==> config.mk <==
export PLATFORM = sky130hd
export DESIGN_NAME = slmc_top
export DESIGN_NICKNAME = d
export VERILOG_FILES = /design/src/slmc_pkg.sv /design/src/slmc_top.sv
export SDC_FILE = /design/constraint.sdc
export NUM_CORES = 1
export LEC_CHECK = 0
export BUFFER_PORTS_ARGS = -buffer_cell sky130_fd_sc_hd__buf_2
export CAP_MARGIN = 20
export CORE_ASPECT_RATIO = 1.4
export CORE_UTILIZATION = 40
export CTS_CLUSTER_DIAMETER = 40
export CTS_CLUSTER_SIZE = 10
export DETAILED_ROUTE_END_ITERATION = 8
export HOLD_SLACK_MARGIN = 0.05
export PLACE_DENSITY = 0.58
export SYNTH_ARGS = -nofsm -noshare
export SYNTH_HDL_FRONTEND = slang
export SYNTH_SLANG_ARGS = --single-unit
==> constraint.sdc <==
create_clock -name pclk -period 4.9 [get_ports pclk]
set_input_delay 0.49 -clock pclk [delete_from_list [all_inputs] [get_ports pclk]]
set_output_delay 0.49 -clock pclk [all_outputs]
set_load 0.02 [all_outputs]
==> src/slmc_pkg.sv <==
// package: register map, field positions and timing constants of the serial link mode control
package slmc_pkg;
    // register indices; the apb byte address is the index times four
    localparam logic [7:0]  IDX_MODE     = 8'h84;
    localparam logic [7:0]  IDX_BITRATE  = 8'h94;
    localparam logic [7:0]  IDX_BACKOFF  = 8'hc4;
    localparam logic [7:0]  IDX_IEN      = 8'hc8;
    localparam logic [7:0]  IDX_MASK0    = 8'hd5;
    localparam logic [7:0]  IDX_MASK1    = 8'he5;
    localparam logic [7:0]  IDX_ADDR0    = 8'h95;
    localparam logic [7:0]  IDX_ADDR1    = 8'ha5;
    localparam logic [7:0]  IDX_ADDR2    = 8'hb5;
    localparam logic [7:0]  IDX_ADDR3    = 8'hc5;
    localparam logic [7:0]  IDX_STATUS   = 8'hf0;
    localparam logic [7:0]  IDX_IMASK    = 8'hf1;
    localparam logic [7:0]  IDX_SLOT     = 8'hf2;
    localparam logic [7:0]  IDX_GAP      = 8'hf3;
    // mode register fields
    localparam int MODE_EXT_CLK   = 7;
    localparam int MODE_MODE_HI   = 6;
    localparam int MODE_MODE_LO   = 5;
    localparam int MODE_ADDR_W    = 4;
    localparam int MODE_CRC       = 3;
    localparam int MODE_PRE_HI    = 2;
    localparam int MODE_PRE_LO    = 1;
    localparam int MODE_FRAMING   = 0;
    // interrupt enable / status bit positions
    localparam int IEN_RX_VALID   = 0;
    localparam int IEN_RX_ERROR   = 1;
    localparam int IEN_TX_VALID   = 3;
    localparam int IEN_TX_ERROR   = 5;
    localparam logic [7:0] IEN_USED = 8'h2b;
    localparam logic [7:0] RESET_BYTE = 8'h00;
    localparam logic [7:0] ALL_ONES   = 8'hff;
    // bit-rate generator: one bit per eight ticks of the reloading counter
    localparam logic [2:0] BIT_TICKS_M1 = 3'h7;
    localparam logic [6:0] PRE_0  = 7'h00;
    localparam logic [6:0] PRE_8  = 7'h08;
    localparam logic [6:0] PRE_32 = 7'h20;
    localparam logic [6:0] PRE_64 = 7'h40;
    localparam logic [6:0] MARKER_BITS = 7'h02;
    localparam logic [1:0] RESP_OKAY = 2'h0;

    typedef enum logic [1:0] {
        SLMC_NORMAL  = 2'b00,
        SLMC_RAW_TX  = 2'b01,
        SLMC_RAW_RX  = 2'b10,
        SLMC_ALT_BO  = 2'b11
    } slmc_mode_t;

    typedef enum logic [1:0] {
        SLMC_BO_IDLE = 2'b00,
        SLMC_BO_WAIT = 2'b01,
        SLMC_BO_RUN  = 2'b10
    } slmc_bo_t;

    // decoded configuration handed to the framing datapath
    typedef struct packed {
        logic       ext_tx_clock_en;
        slmc_mode_t mode;
        logic       address_width_sel;
        logic       checksum_kind;
        logic [6:0] preamble_bits;
        logic       link_framing_sel;
        logic       loopback;
        logic       raw_rx_keep_crc;
        logic       preamble_error;
    } slmc_cfg_t;

    // byte address of a printed index
    function automatic logic [11:0] byte_addr(input logic [7:0] idx);
        byte_addr = {2'b00, idx, 2'b00};
    endfunction : byte_addr

    // masked compare of one received byte against a match byte
    function automatic logic masked_eq(input logic [7:0] rx, input logic [7:0] ref_b,
                                       input logic [7:0] msk);
        masked_eq = ((rx ^ ref_b) & ~msk) == 8'h00;
    endfunction : masked_eq
endpackage : slmc_pkg

==> src/slmc_top.sv <==
// serial link mode control: apb registers, bit-rate timer, backoff timer, address match
//
// Design decision made here: the APB interface to the registers.
`timescale 1ns/1ps
`default_nettype none
module slmc_top (
    input  wire logic                pclk,
    input  wire logic                presetn,
    input  wire logic                psel,
    input  wire logic                penable,
    input  wire logic                pwrite,
    input  wire logic [11:0]         paddr,
    input  wire logic [31:0]         pwdata,
    output logic      [31:0]         prdata,
    output logic                     pready,
    output logic                     pslverr,
    input  wire logic                ext_tx_clock,
    input  wire logic                slot_tick,
    input  wire logic                gap_active,
    input  wire logic                collision,
    input  wire logic                addr_valid,
    input  wire logic [15:0]         rx_address,
    input  wire logic [3:0]          link_event,
    output logic                     tx_bit_en,
    output logic                     addr_accept,
    output logic                     backoff_done,
    output slmc_pkg::slmc_cfg_t      cfg,
    output logic                     irq
);
    typedef struct packed {
        logic [7:0]          mode_reg;
        logic [7:0]          reload;
        logic [7:0]          rate_cnt;
        logic [2:0]          bit_div;
        logic [7:0]          backoff;
        slmc_pkg::slmc_bo_t  bo_state;
        logic [7:0]          ien;
        logic [7:0]          mask0;
        logic [7:0]          mask1;
        logic [7:0]          adr0;
        logic [7:0]          adr1;
        logic [7:0]          adr2;
        logic [7:0]          adr3;
        logic [7:0]          slot_seed;
        logic [7:0]          status;
        logic [7:0]          imask;
        logic [2:0]          xclk_sync;
        logic [2:0]          slot_sync;
        logic [1:0]          gap_sync;
        logic [31:0]         prdata;
        logic                pready;
        logic                tx_bit_en;
        logic                addr_accept;
        logic                backoff_done;
        slmc_pkg::slmc_cfg_t cfg;
        logic                irq;
    } slmc_state_t;

    slmc_state_t st;
    slmc_state_t next_st;

    logic       wr_en;
    logic       rd_en;
    logic [7:0] wbyte;
    logic [7:0] rd_byte;
    logic       rate_tick;
    logic       xclk_rise;
    logic       slot_rise;
    logic [1:0] pre_sel;
    logic       match8;
    logic       match16;
    logic [7:0] events;

    // access phase decode; one wait state, pready stands in the second access cycle
    assign wr_en = psel & penable & pwrite & st.pready;
    assign rd_en = psel & penable & ~pwrite;
    assign wbyte = pwdata[7:0];

    // read mux; bit-rate reads the live counter, backoff reads the live slot count
    always_comb begin
        rd_byte = slmc_pkg::RESET_BYTE;
        case (paddr)
            slmc_pkg::byte_addr(slmc_pkg::IDX_MODE)    : rd_byte = st.mode_reg;
            slmc_pkg::byte_addr(slmc_pkg::IDX_BITRATE) : rd_byte = st.rate_cnt;
            slmc_pkg::byte_addr(slmc_pkg::IDX_BACKOFF) : rd_byte = st.backoff;
            slmc_pkg::byte_addr(slmc_pkg::IDX_IEN)     : rd_byte = st.ien;
            slmc_pkg::byte_addr(slmc_pkg::IDX_MASK0)   : rd_byte = st.mask0;
            slmc_pkg::byte_addr(slmc_pkg::IDX_MASK1)   : rd_byte = st.mask1;
            slmc_pkg::byte_addr(slmc_pkg::IDX_ADDR0)   : rd_byte = st.adr0;
            slmc_pkg::byte_addr(slmc_pkg::IDX_ADDR1)   : rd_byte = st.adr1;
            slmc_pkg::byte_addr(slmc_pkg::IDX_ADDR2)   : rd_byte = st.adr2;
            slmc_pkg::byte_addr(slmc_pkg::IDX_ADDR3)   : rd_byte = st.adr3;
            slmc_pkg::byte_addr(slmc_pkg::IDX_STATUS)  : rd_byte = st.status;
            slmc_pkg::byte_addr(slmc_pkg::IDX_IMASK)   : rd_byte = st.imask;
            slmc_pkg::byte_addr(slmc_pkg::IDX_SLOT)    : rd_byte = st.slot_seed;
            default                                    : rd_byte = slmc_pkg::RESET_BYTE;
        endcase
    end

    // external clock edge and slot strobe come from outside: two stages before use
    assign xclk_rise = st.xclk_sync[1] & ~st.xclk_sync[2];
    assign slot_rise = st.slot_sync[1] & ~st.slot_sync[2];
    assign rate_tick = (st.rate_cnt == 8'h00);
    assign pre_sel   = {st.mode_reg[slmc_pkg::MODE_PRE_HI], st.mode_reg[slmc_pkg::MODE_PRE_LO]};

    // address compare with masks; mask0 covers the low byte, mask1 the high byte
    always_comb begin
        match8  = slmc_pkg::masked_eq(rx_address[7:0], st.adr0, st.mask0)
                | slmc_pkg::masked_eq(rx_address[7:0], st.adr1, st.mask0)
                | slmc_pkg::masked_eq(rx_address[7:0], st.adr2, st.mask0)
                | slmc_pkg::masked_eq(rx_address[7:0], st.adr3, st.mask0)
                | (rx_address[7:0] == slmc_pkg::ALL_ONES);
        match16 = (slmc_pkg::masked_eq(rx_address[7:0], st.adr0, st.mask0)
                   & slmc_pkg::masked_eq(rx_address[15:8], st.adr1, st.mask1))
                | (slmc_pkg::masked_eq(rx_address[7:0], st.adr2, st.mask0)
                   & slmc_pkg::masked_eq(rx_address[15:8], st.adr3, st.mask1))
                | (rx_address == {slmc_pkg::ALL_ONES, slmc_pkg::ALL_ONES});
    end

    // events: rx valid, rx error, tx valid, tx error into their enable positions
    always_comb begin
        events = 8'h00;
        events[slmc_pkg::IEN_RX_VALID] = link_event[0];
        events[slmc_pkg::IEN_RX_ERROR] = link_event[1];
        events[slmc_pkg::IEN_TX_VALID] = link_event[2];
        events[slmc_pkg::IEN_TX_ERROR] = link_event[3];
    end

    // next-state logic for the whole block
    always_comb begin
        next_st = st;
        next_st.xclk_sync = {st.xclk_sync[1:0], ext_tx_clock};
        next_st.slot_sync = {st.slot_sync[1:0], slot_tick};
        next_st.gap_sync  = {st.gap_sync[0], gap_active};
        next_st.pready    = 1'b0;
        next_st.prdata    = 32'h0000_0000;
        next_st.tx_bit_en = 1'b0;
        next_st.addr_accept = 1'b0;
        next_st.backoff_done = 1'b0;

        // apb: one wait state, read data registered with pready
        if (psel & penable & ~st.pready) begin
            next_st.pready = 1'b1;
            if (rd_en) begin
                next_st.prdata = {24'h000000, rd_byte};
            end
        end

        // bit-rate counter: decrement, reload at zero eight ticks per bit
        if (rate_tick) begin
            next_st.rate_cnt = st.reload;
            next_st.bit_div  = st.bit_div + 3'h1;
            if (st.bit_div == slmc_pkg::BIT_TICKS_M1) begin
                next_st.tx_bit_en = ~st.mode_reg[slmc_pkg::MODE_EXT_CLK];
            end
        end else begin
            next_st.rate_cnt = st.rate_cnt - 8'h01;
        end
        // external transmit clock replaces the generator when selected
        if (st.mode_reg[slmc_pkg::MODE_EXT_CLK]) begin
            next_st.tx_bit_en = xclk_rise;
        end

        // backoff: start on collision; alternate mode waits for the gap end
        case (st.bo_state)
            slmc_pkg::SLMC_BO_IDLE: begin
                if (collision) begin
                    next_st.backoff = st.slot_seed;
                    if (slmc_pkg::slmc_mode_t'(st.mode_reg[6:5]) == slmc_pkg::SLMC_ALT_BO) begin
                        next_st.bo_state = slmc_pkg::SLMC_BO_WAIT;
                    end else begin
                        next_st.bo_state = slmc_pkg::SLMC_BO_RUN;
                    end
                end
            end
            slmc_pkg::SLMC_BO_WAIT: begin
                if (!st.gap_sync[1]) begin
                    next_st.bo_state = slmc_pkg::SLMC_BO_RUN;
                end
            end
            slmc_pkg::SLMC_BO_RUN: begin
                if (st.backoff == 8'h00) begin
                    next_st.bo_state     = slmc_pkg::SLMC_BO_IDLE;
                    next_st.backoff_done = 1'b1;
                end else if (slot_rise) begin
                    next_st.backoff = st.backoff - 8'h01;
                end
            end
            default: next_st.bo_state = slmc_pkg::SLMC_BO_IDLE;
        endcase

        // address acceptance by address length
        if (addr_valid) begin
            next_st.addr_accept = st.mode_reg[slmc_pkg::MODE_ADDR_W] ? match16 : match8;
        end

        // register writes; backoff timer has no write path
        if (wr_en) begin
            case (paddr)
                slmc_pkg::byte_addr(slmc_pkg::IDX_MODE)    : next_st.mode_reg = wbyte;
                slmc_pkg::byte_addr(slmc_pkg::IDX_BITRATE) : next_st.reload   = wbyte;
                slmc_pkg::byte_addr(slmc_pkg::IDX_IEN)     : next_st.ien = wbyte & slmc_pkg::IEN_USED;
                slmc_pkg::byte_addr(slmc_pkg::IDX_MASK0)   : next_st.mask0 = wbyte;
                slmc_pkg::byte_addr(slmc_pkg::IDX_MASK1)   : next_st.mask1 = wbyte;
                slmc_pkg::byte_addr(slmc_pkg::IDX_ADDR0)   : next_st.adr0  = wbyte;
                slmc_pkg::byte_addr(slmc_pkg::IDX_ADDR1)   : next_st.adr1  = wbyte;
                slmc_pkg::byte_addr(slmc_pkg::IDX_ADDR2)   : next_st.adr2  = wbyte;
                slmc_pkg::byte_addr(slmc_pkg::IDX_ADDR3)   : next_st.adr3  = wbyte;
                slmc_pkg::byte_addr(slmc_pkg::IDX_IMASK)   : next_st.imask = wbyte;
                slmc_pkg::byte_addr(slmc_pkg::IDX_SLOT)    : next_st.slot_seed = wbyte;
                slmc_pkg::byte_addr(slmc_pkg::IDX_STATUS)  : next_st.status = st.status & ~wbyte;
                default                                    : next_st.status = next_st.status;
            endcase
        end
        // sticky status: a new event wins over a write-one clear in the same cycle
        next_st.status = next_st.status | events;

        // decoded configuration for the framing datapath
        next_st.cfg.ext_tx_clock_en   = st.mode_reg[slmc_pkg::MODE_EXT_CLK];
        next_st.cfg.mode              = slmc_pkg::slmc_mode_t'(st.mode_reg[6:5]);
        next_st.cfg.address_width_sel = st.mode_reg[slmc_pkg::MODE_ADDR_W];
        next_st.cfg.checksum_kind     = st.mode_reg[slmc_pkg::MODE_CRC];
        next_st.cfg.link_framing_sel  = st.mode_reg[slmc_pkg::MODE_FRAMING];
        next_st.cfg.loopback =
            (slmc_pkg::slmc_mode_t'(st.mode_reg[6:5]) == slmc_pkg::SLMC_RAW_TX);
        next_st.cfg.raw_rx_keep_crc =
            (slmc_pkg::slmc_mode_t'(st.mode_reg[6:5]) == slmc_pkg::SLMC_RAW_RX);
        // preamble length; raw transmit sends none at all
        case (pre_sel)
            2'b00:   next_st.cfg.preamble_bits = slmc_pkg::PRE_0;
            2'b01:   next_st.cfg.preamble_bits = slmc_pkg::PRE_8;
            2'b10:   next_st.cfg.preamble_bits = slmc_pkg::PRE_32;
            default: next_st.cfg.preamble_bits = slmc_pkg::PRE_64;
        endcase
        if (next_st.cfg.loopback) begin
            next_st.cfg.preamble_bits = slmc_pkg::PRE_0;
        end
        // csma/cd count already holds the marker; zero there is an illegal setting
        next_st.cfg.preamble_error = ~st.mode_reg[slmc_pkg::MODE_FRAMING]
                                   & (pre_sel == 2'b00);

        // interrupt: status gated by mask and by the channel enables
        next_st.irq = |(next_st.status & st.imask & st.ien);
    end

    // state register; everything clears to zero
    always_ff @(posedge pclk or negedge presetn) begin
        if (!presetn) begin
            st <= '0;
        end else begin
            st <= next_st;
        end
    end

    assign prdata       = st.prdata;
    assign pready       = st.pready;
    assign pslverr      = 1'b0;
    assign tx_bit_en    = st.tx_bit_en;
    assign addr_accept  = st.addr_accept;
    assign backoff_done = st.backoff_done;
    assign cfg          = st.cfg;
    assign irq          = st.irq;
endmodule : slmc_top
`default_nettype wire

==> impl_metrics.toml <==
[logic_synthesis]
synth_seq_cells = 146
yosysSeqAreaShare = 0.464
synth.cell_area_mm2 = 0.00788
synth.distinct_cells = 65
synth_edf_count = 0
synth_warnings = 0
async_flop_share = 1.00
synth_ff_type = "dfrtp_1"
synthCells = 720
avgSynthCellArea_um2 = 10.9

[floorplan]
num_io_pins = 128
fp.dieW_um = 121
start_util = 0.410
core-area_mm2 = 0.0192
die_y_um = 168
rows = 60
design.die.area_mm2 = 0.0203

[global_routing]
grt_pass1_vias = 5861
grt_pass1_wl_um = 33700
gr-total-overflow = 0
track_usage = 0.222
grt_start_max_net_pins = 110
antenna_found_initial = 0

[placement]
gp_congestion = 0.920
post_dp_cell_area_mm2 = 0.00815
io_buffers = 74
pre_cts_ws_ps = 1860
post-dp-hpwl_um = 15800

[power]
p_sw_frac = 0.281
finalPower_uw = 3150
clockPowerShare = 0.442
power.density_mw_per_mm2 = 359
combPwrFrac = 0.124
switching_power_uw = 887
ir_drop_mv = 0.215
p_leak_uw = 0.00393
internal-power_uw = 2270
seqPwrFrac = 0.434

[cts]
clockBufferDepth = 2
numClockSinks = 146
cts_tree = "done"
post_cts_buffers = 0
clk_pin_slew_ps = 70
cts_root_buffer = "clkbuf_16"
cts_resized = 0
clock_latency_ps = 420
numCtsBuffers = 17
hold_buffers = 0
cts-htree-levels = 4

[sta]
finalSetupTns_ps = 0
clock.fmax_mhz = 374
fin_crit_sh = 0.545
worst_pin_slew_ps = 1010
finalClockSkew_ps = 13.8
rsz0062_at_grt = "false"
slew_headroom = 0.329
fin_crit_ps = 2670
timing.final.ws_setup_ps = 2230
hold_violations = 0
drv_slew = 0
setup_viol = 0

[detailed_routing]
via_per_inst = 5.71
drt.antenna.violating_nets = 0
dr_total_vias = 5791
first_iter_violations = 475
wl_per_cell_um = 21.3
drt-total-wl_um = 21600
first_pass_iters = 5
drc = 0

[setup_path]
path_cells = "buf_2 -> clkinv_1 -> and3_1 -> a22o_1 -> o311ai_2 -> a31oi_1"
worstPathArrival_ps = 2910
critPathRequiredTime_ps = 5140
crit_slowest_cell = "o311ai_2"
cp_max_fo = 23
cp-end-kind = "flip-flop"
crit_start = "paddr[7]"
crit_path_start_kind = "input port"
criticalPathCategory = "in2reg"
max_stage_delay_ps = 680
path_delay_family = "compound AO/OA/AOI/OAI gates"
reg2reg_from = "pready$_DFF_PN0_"
critPathBufInv = 2

[status]
status = "finished clean"

[finish]
design_area_mm2 = 0.00878
synthToLayoutAreaGrowth_pct = 11.5
diodes = 0
num-nets-final = 832
n_fill_cell = 1822
drive_gt1_frac = 0.278

[min_path]
hp-class = "in2reg"
hold_start = "slot_tick"

[run]
cap_violations = 0
==> placed cells by master, fill, tap and decap left out, types with 4 or more instances in the layout <==
cell	n
mux2_2	89
a221oi_1	6
a21o_1	5
and3_1	7
nor2_1	29
xnor2_1	50
conb_1	29
a21oi_1	26
nor4_4	5
inv_6	5
nor2b_1	8
nand2b_1	7
mux2i_1	15
o22ai_1	28
a31oi_1	13
a22o_1	7
and2_1	5
or4_1	6
a21boi_0	5
clkbuf_16	17
nor3_1	10
dfrtp_1	146
o21ai_0	34
nand3_1	21
a22oi_1	10
inv_1	15
buf_2	73
nand2_1	26
ha_1	4
nand4_1	9
==> cells by family (layout without fill, tap and decap cells) <==
| logic type | count (synthesis) | count (layout) | share of synthesized area |
|---|---|---|---|
| xor gates and xnor gates | 51 | 51 | 0.0567 |
| muxes | 104 | 104 | 0.146 |
| DFF | 146 | 146 | 0.464 |
| other | 1 | 29 | 0.000476 |
| buffers and inverters | 104 | 123 | 0.0745 |
| adders and majority gates | 4 | 4 | 0.00636 |
| and+or+nand+nor | 156 | 156 | 0.124 |
| AOI/OAI and AO/OA | 154 | 154 | 0.128 |
==> power groups by stage <==
| stage | sequential, uW | clock [uW] | combinational [uW] |
|---|---|---|---|
| after floorplan | 1360 | 0 | 289 |
| after global placement | 1380 | 0 | 370 |
| after detailed placement | 1390 | 0 | 390 |
| after CTS | 1370 | 1420 | 393 |
| after global routing | 1380 | 1470 | 443 |
| final | 1370 | 1390 | 391 |
==> flip-flops by register name (all words and copies together), names as in the netlist, named ones only <==
register,count
tx_bit_en,1
addr_accept,1
backoff_done,1
pready,1
cfg,12
prdata,8
st,104
pre_sel,2
next_st,11
irq,1
==> final cells by class <==
type                    count  area [um^2]  area share
clock buffers              18          439      0.0500
clock inverters            14          193      0.0219
inverters                  16         60.1     0.00684
multi-input cells         498         3740       0.426
flip-flops and latches    146         3650       0.416
well taps                 248          310      0.0353
repair buffers             75          384      0.0438
==> path summary, 6_finish.rpt <==
kind	depth (start not counted)	slack (ps)	to
min reg2reg	0	350	next_st[57]$_DFF_PN0_
min	1	170	next_st[56]$_DFF_PN0_
max reg2reg	4	2530	irq$_DFF_PN0_
max	6	2230	prdata[3]$_DFF_PN0_
min in group asynchronous	1	190	irq$_DFF_PN0_
max in group asynchronous	2	3660	prdata[5]$_DFF_PN0_
==> synthesized netlist by cell type (2+ instances only) <==
cell | number | area (um^2)
nand4_1 | 9 | 56.3
a2bb2oi_1 | 3 | 26.3
nor2b_1 | 8 | 50.1
nand2_1 | 26 | 97.6
nor4_4 | 5 | 106
a31oi_1 | 13 | 81.3
clkbuf_1 | 30 | 113
a21oi_1 | 26 | 130
o32ai_1 | 2 | 17.5
a22o_1 | 7 | 61.3
inv_1 | 15 | 56.3
and2_1 | 5 | 31.3
a221oi_1 | 6 | 52.6
nand3_1 | 21 | 105
nor2_1 | 29 | 109
nor3_2 | 2 | 20.0
nor4_1 | 2 | 12.5
dfrtp_1 | 146 | 3650
o211ai_1 | 3 | 22.5
nand2b_1 | 7 | 43.8
nor3_1 | 10 | 50.1
mux2i_1 | 15 | 150
a21boi_0 | 5 | 37.5
mux2_2 | 89 | 1000
buf_4 | 51 | 383
and3_1 | 7 | 43.8
buf_2 | 4 | 20.0
and3b_1 | 2 | 17.5
nor3b_1 | 2 | 15.0
ha_1 | 4 | 50.1
or4_1 | 6 | 45.0
xnor2_1 | 50 | 438
o22ai_1 | 28 | 175
a222oi_1 | 2 | 20.0
a21o_1 | 5 | 37.5
o21ai_0 | 34 | 170
a2111oi_0 | 2 | 17.5
a22oi_1 | 10 | 75.1
buf_1 | 3 | 11.3
==> metrics by stage <==
| step | cells | util | hold WS (ps) |
|---|---|---|---|
| finish | 1015 | 0.457 | 173 |
| global route | 1015 | 0.457 | 156 |
| CTS | 1015 | 0.457 | 160 |
| detailed placement | 983 | 0.424 | 338 |
| global placement | 983 | 0.424 | 334 |
| floorplan | 748 | - | 194 |
==> metal layers <==
metal,GRT usage,vias up,part of all wire
li1,-,2608,-
met3,0.0318,58,0.043
met2,0.395,206,0.53
met4,0.118,0,0.044
met5,0,-,0
met1,0.257,2919,0.39
Note: power is estimated with default switching activity, not from simulation.
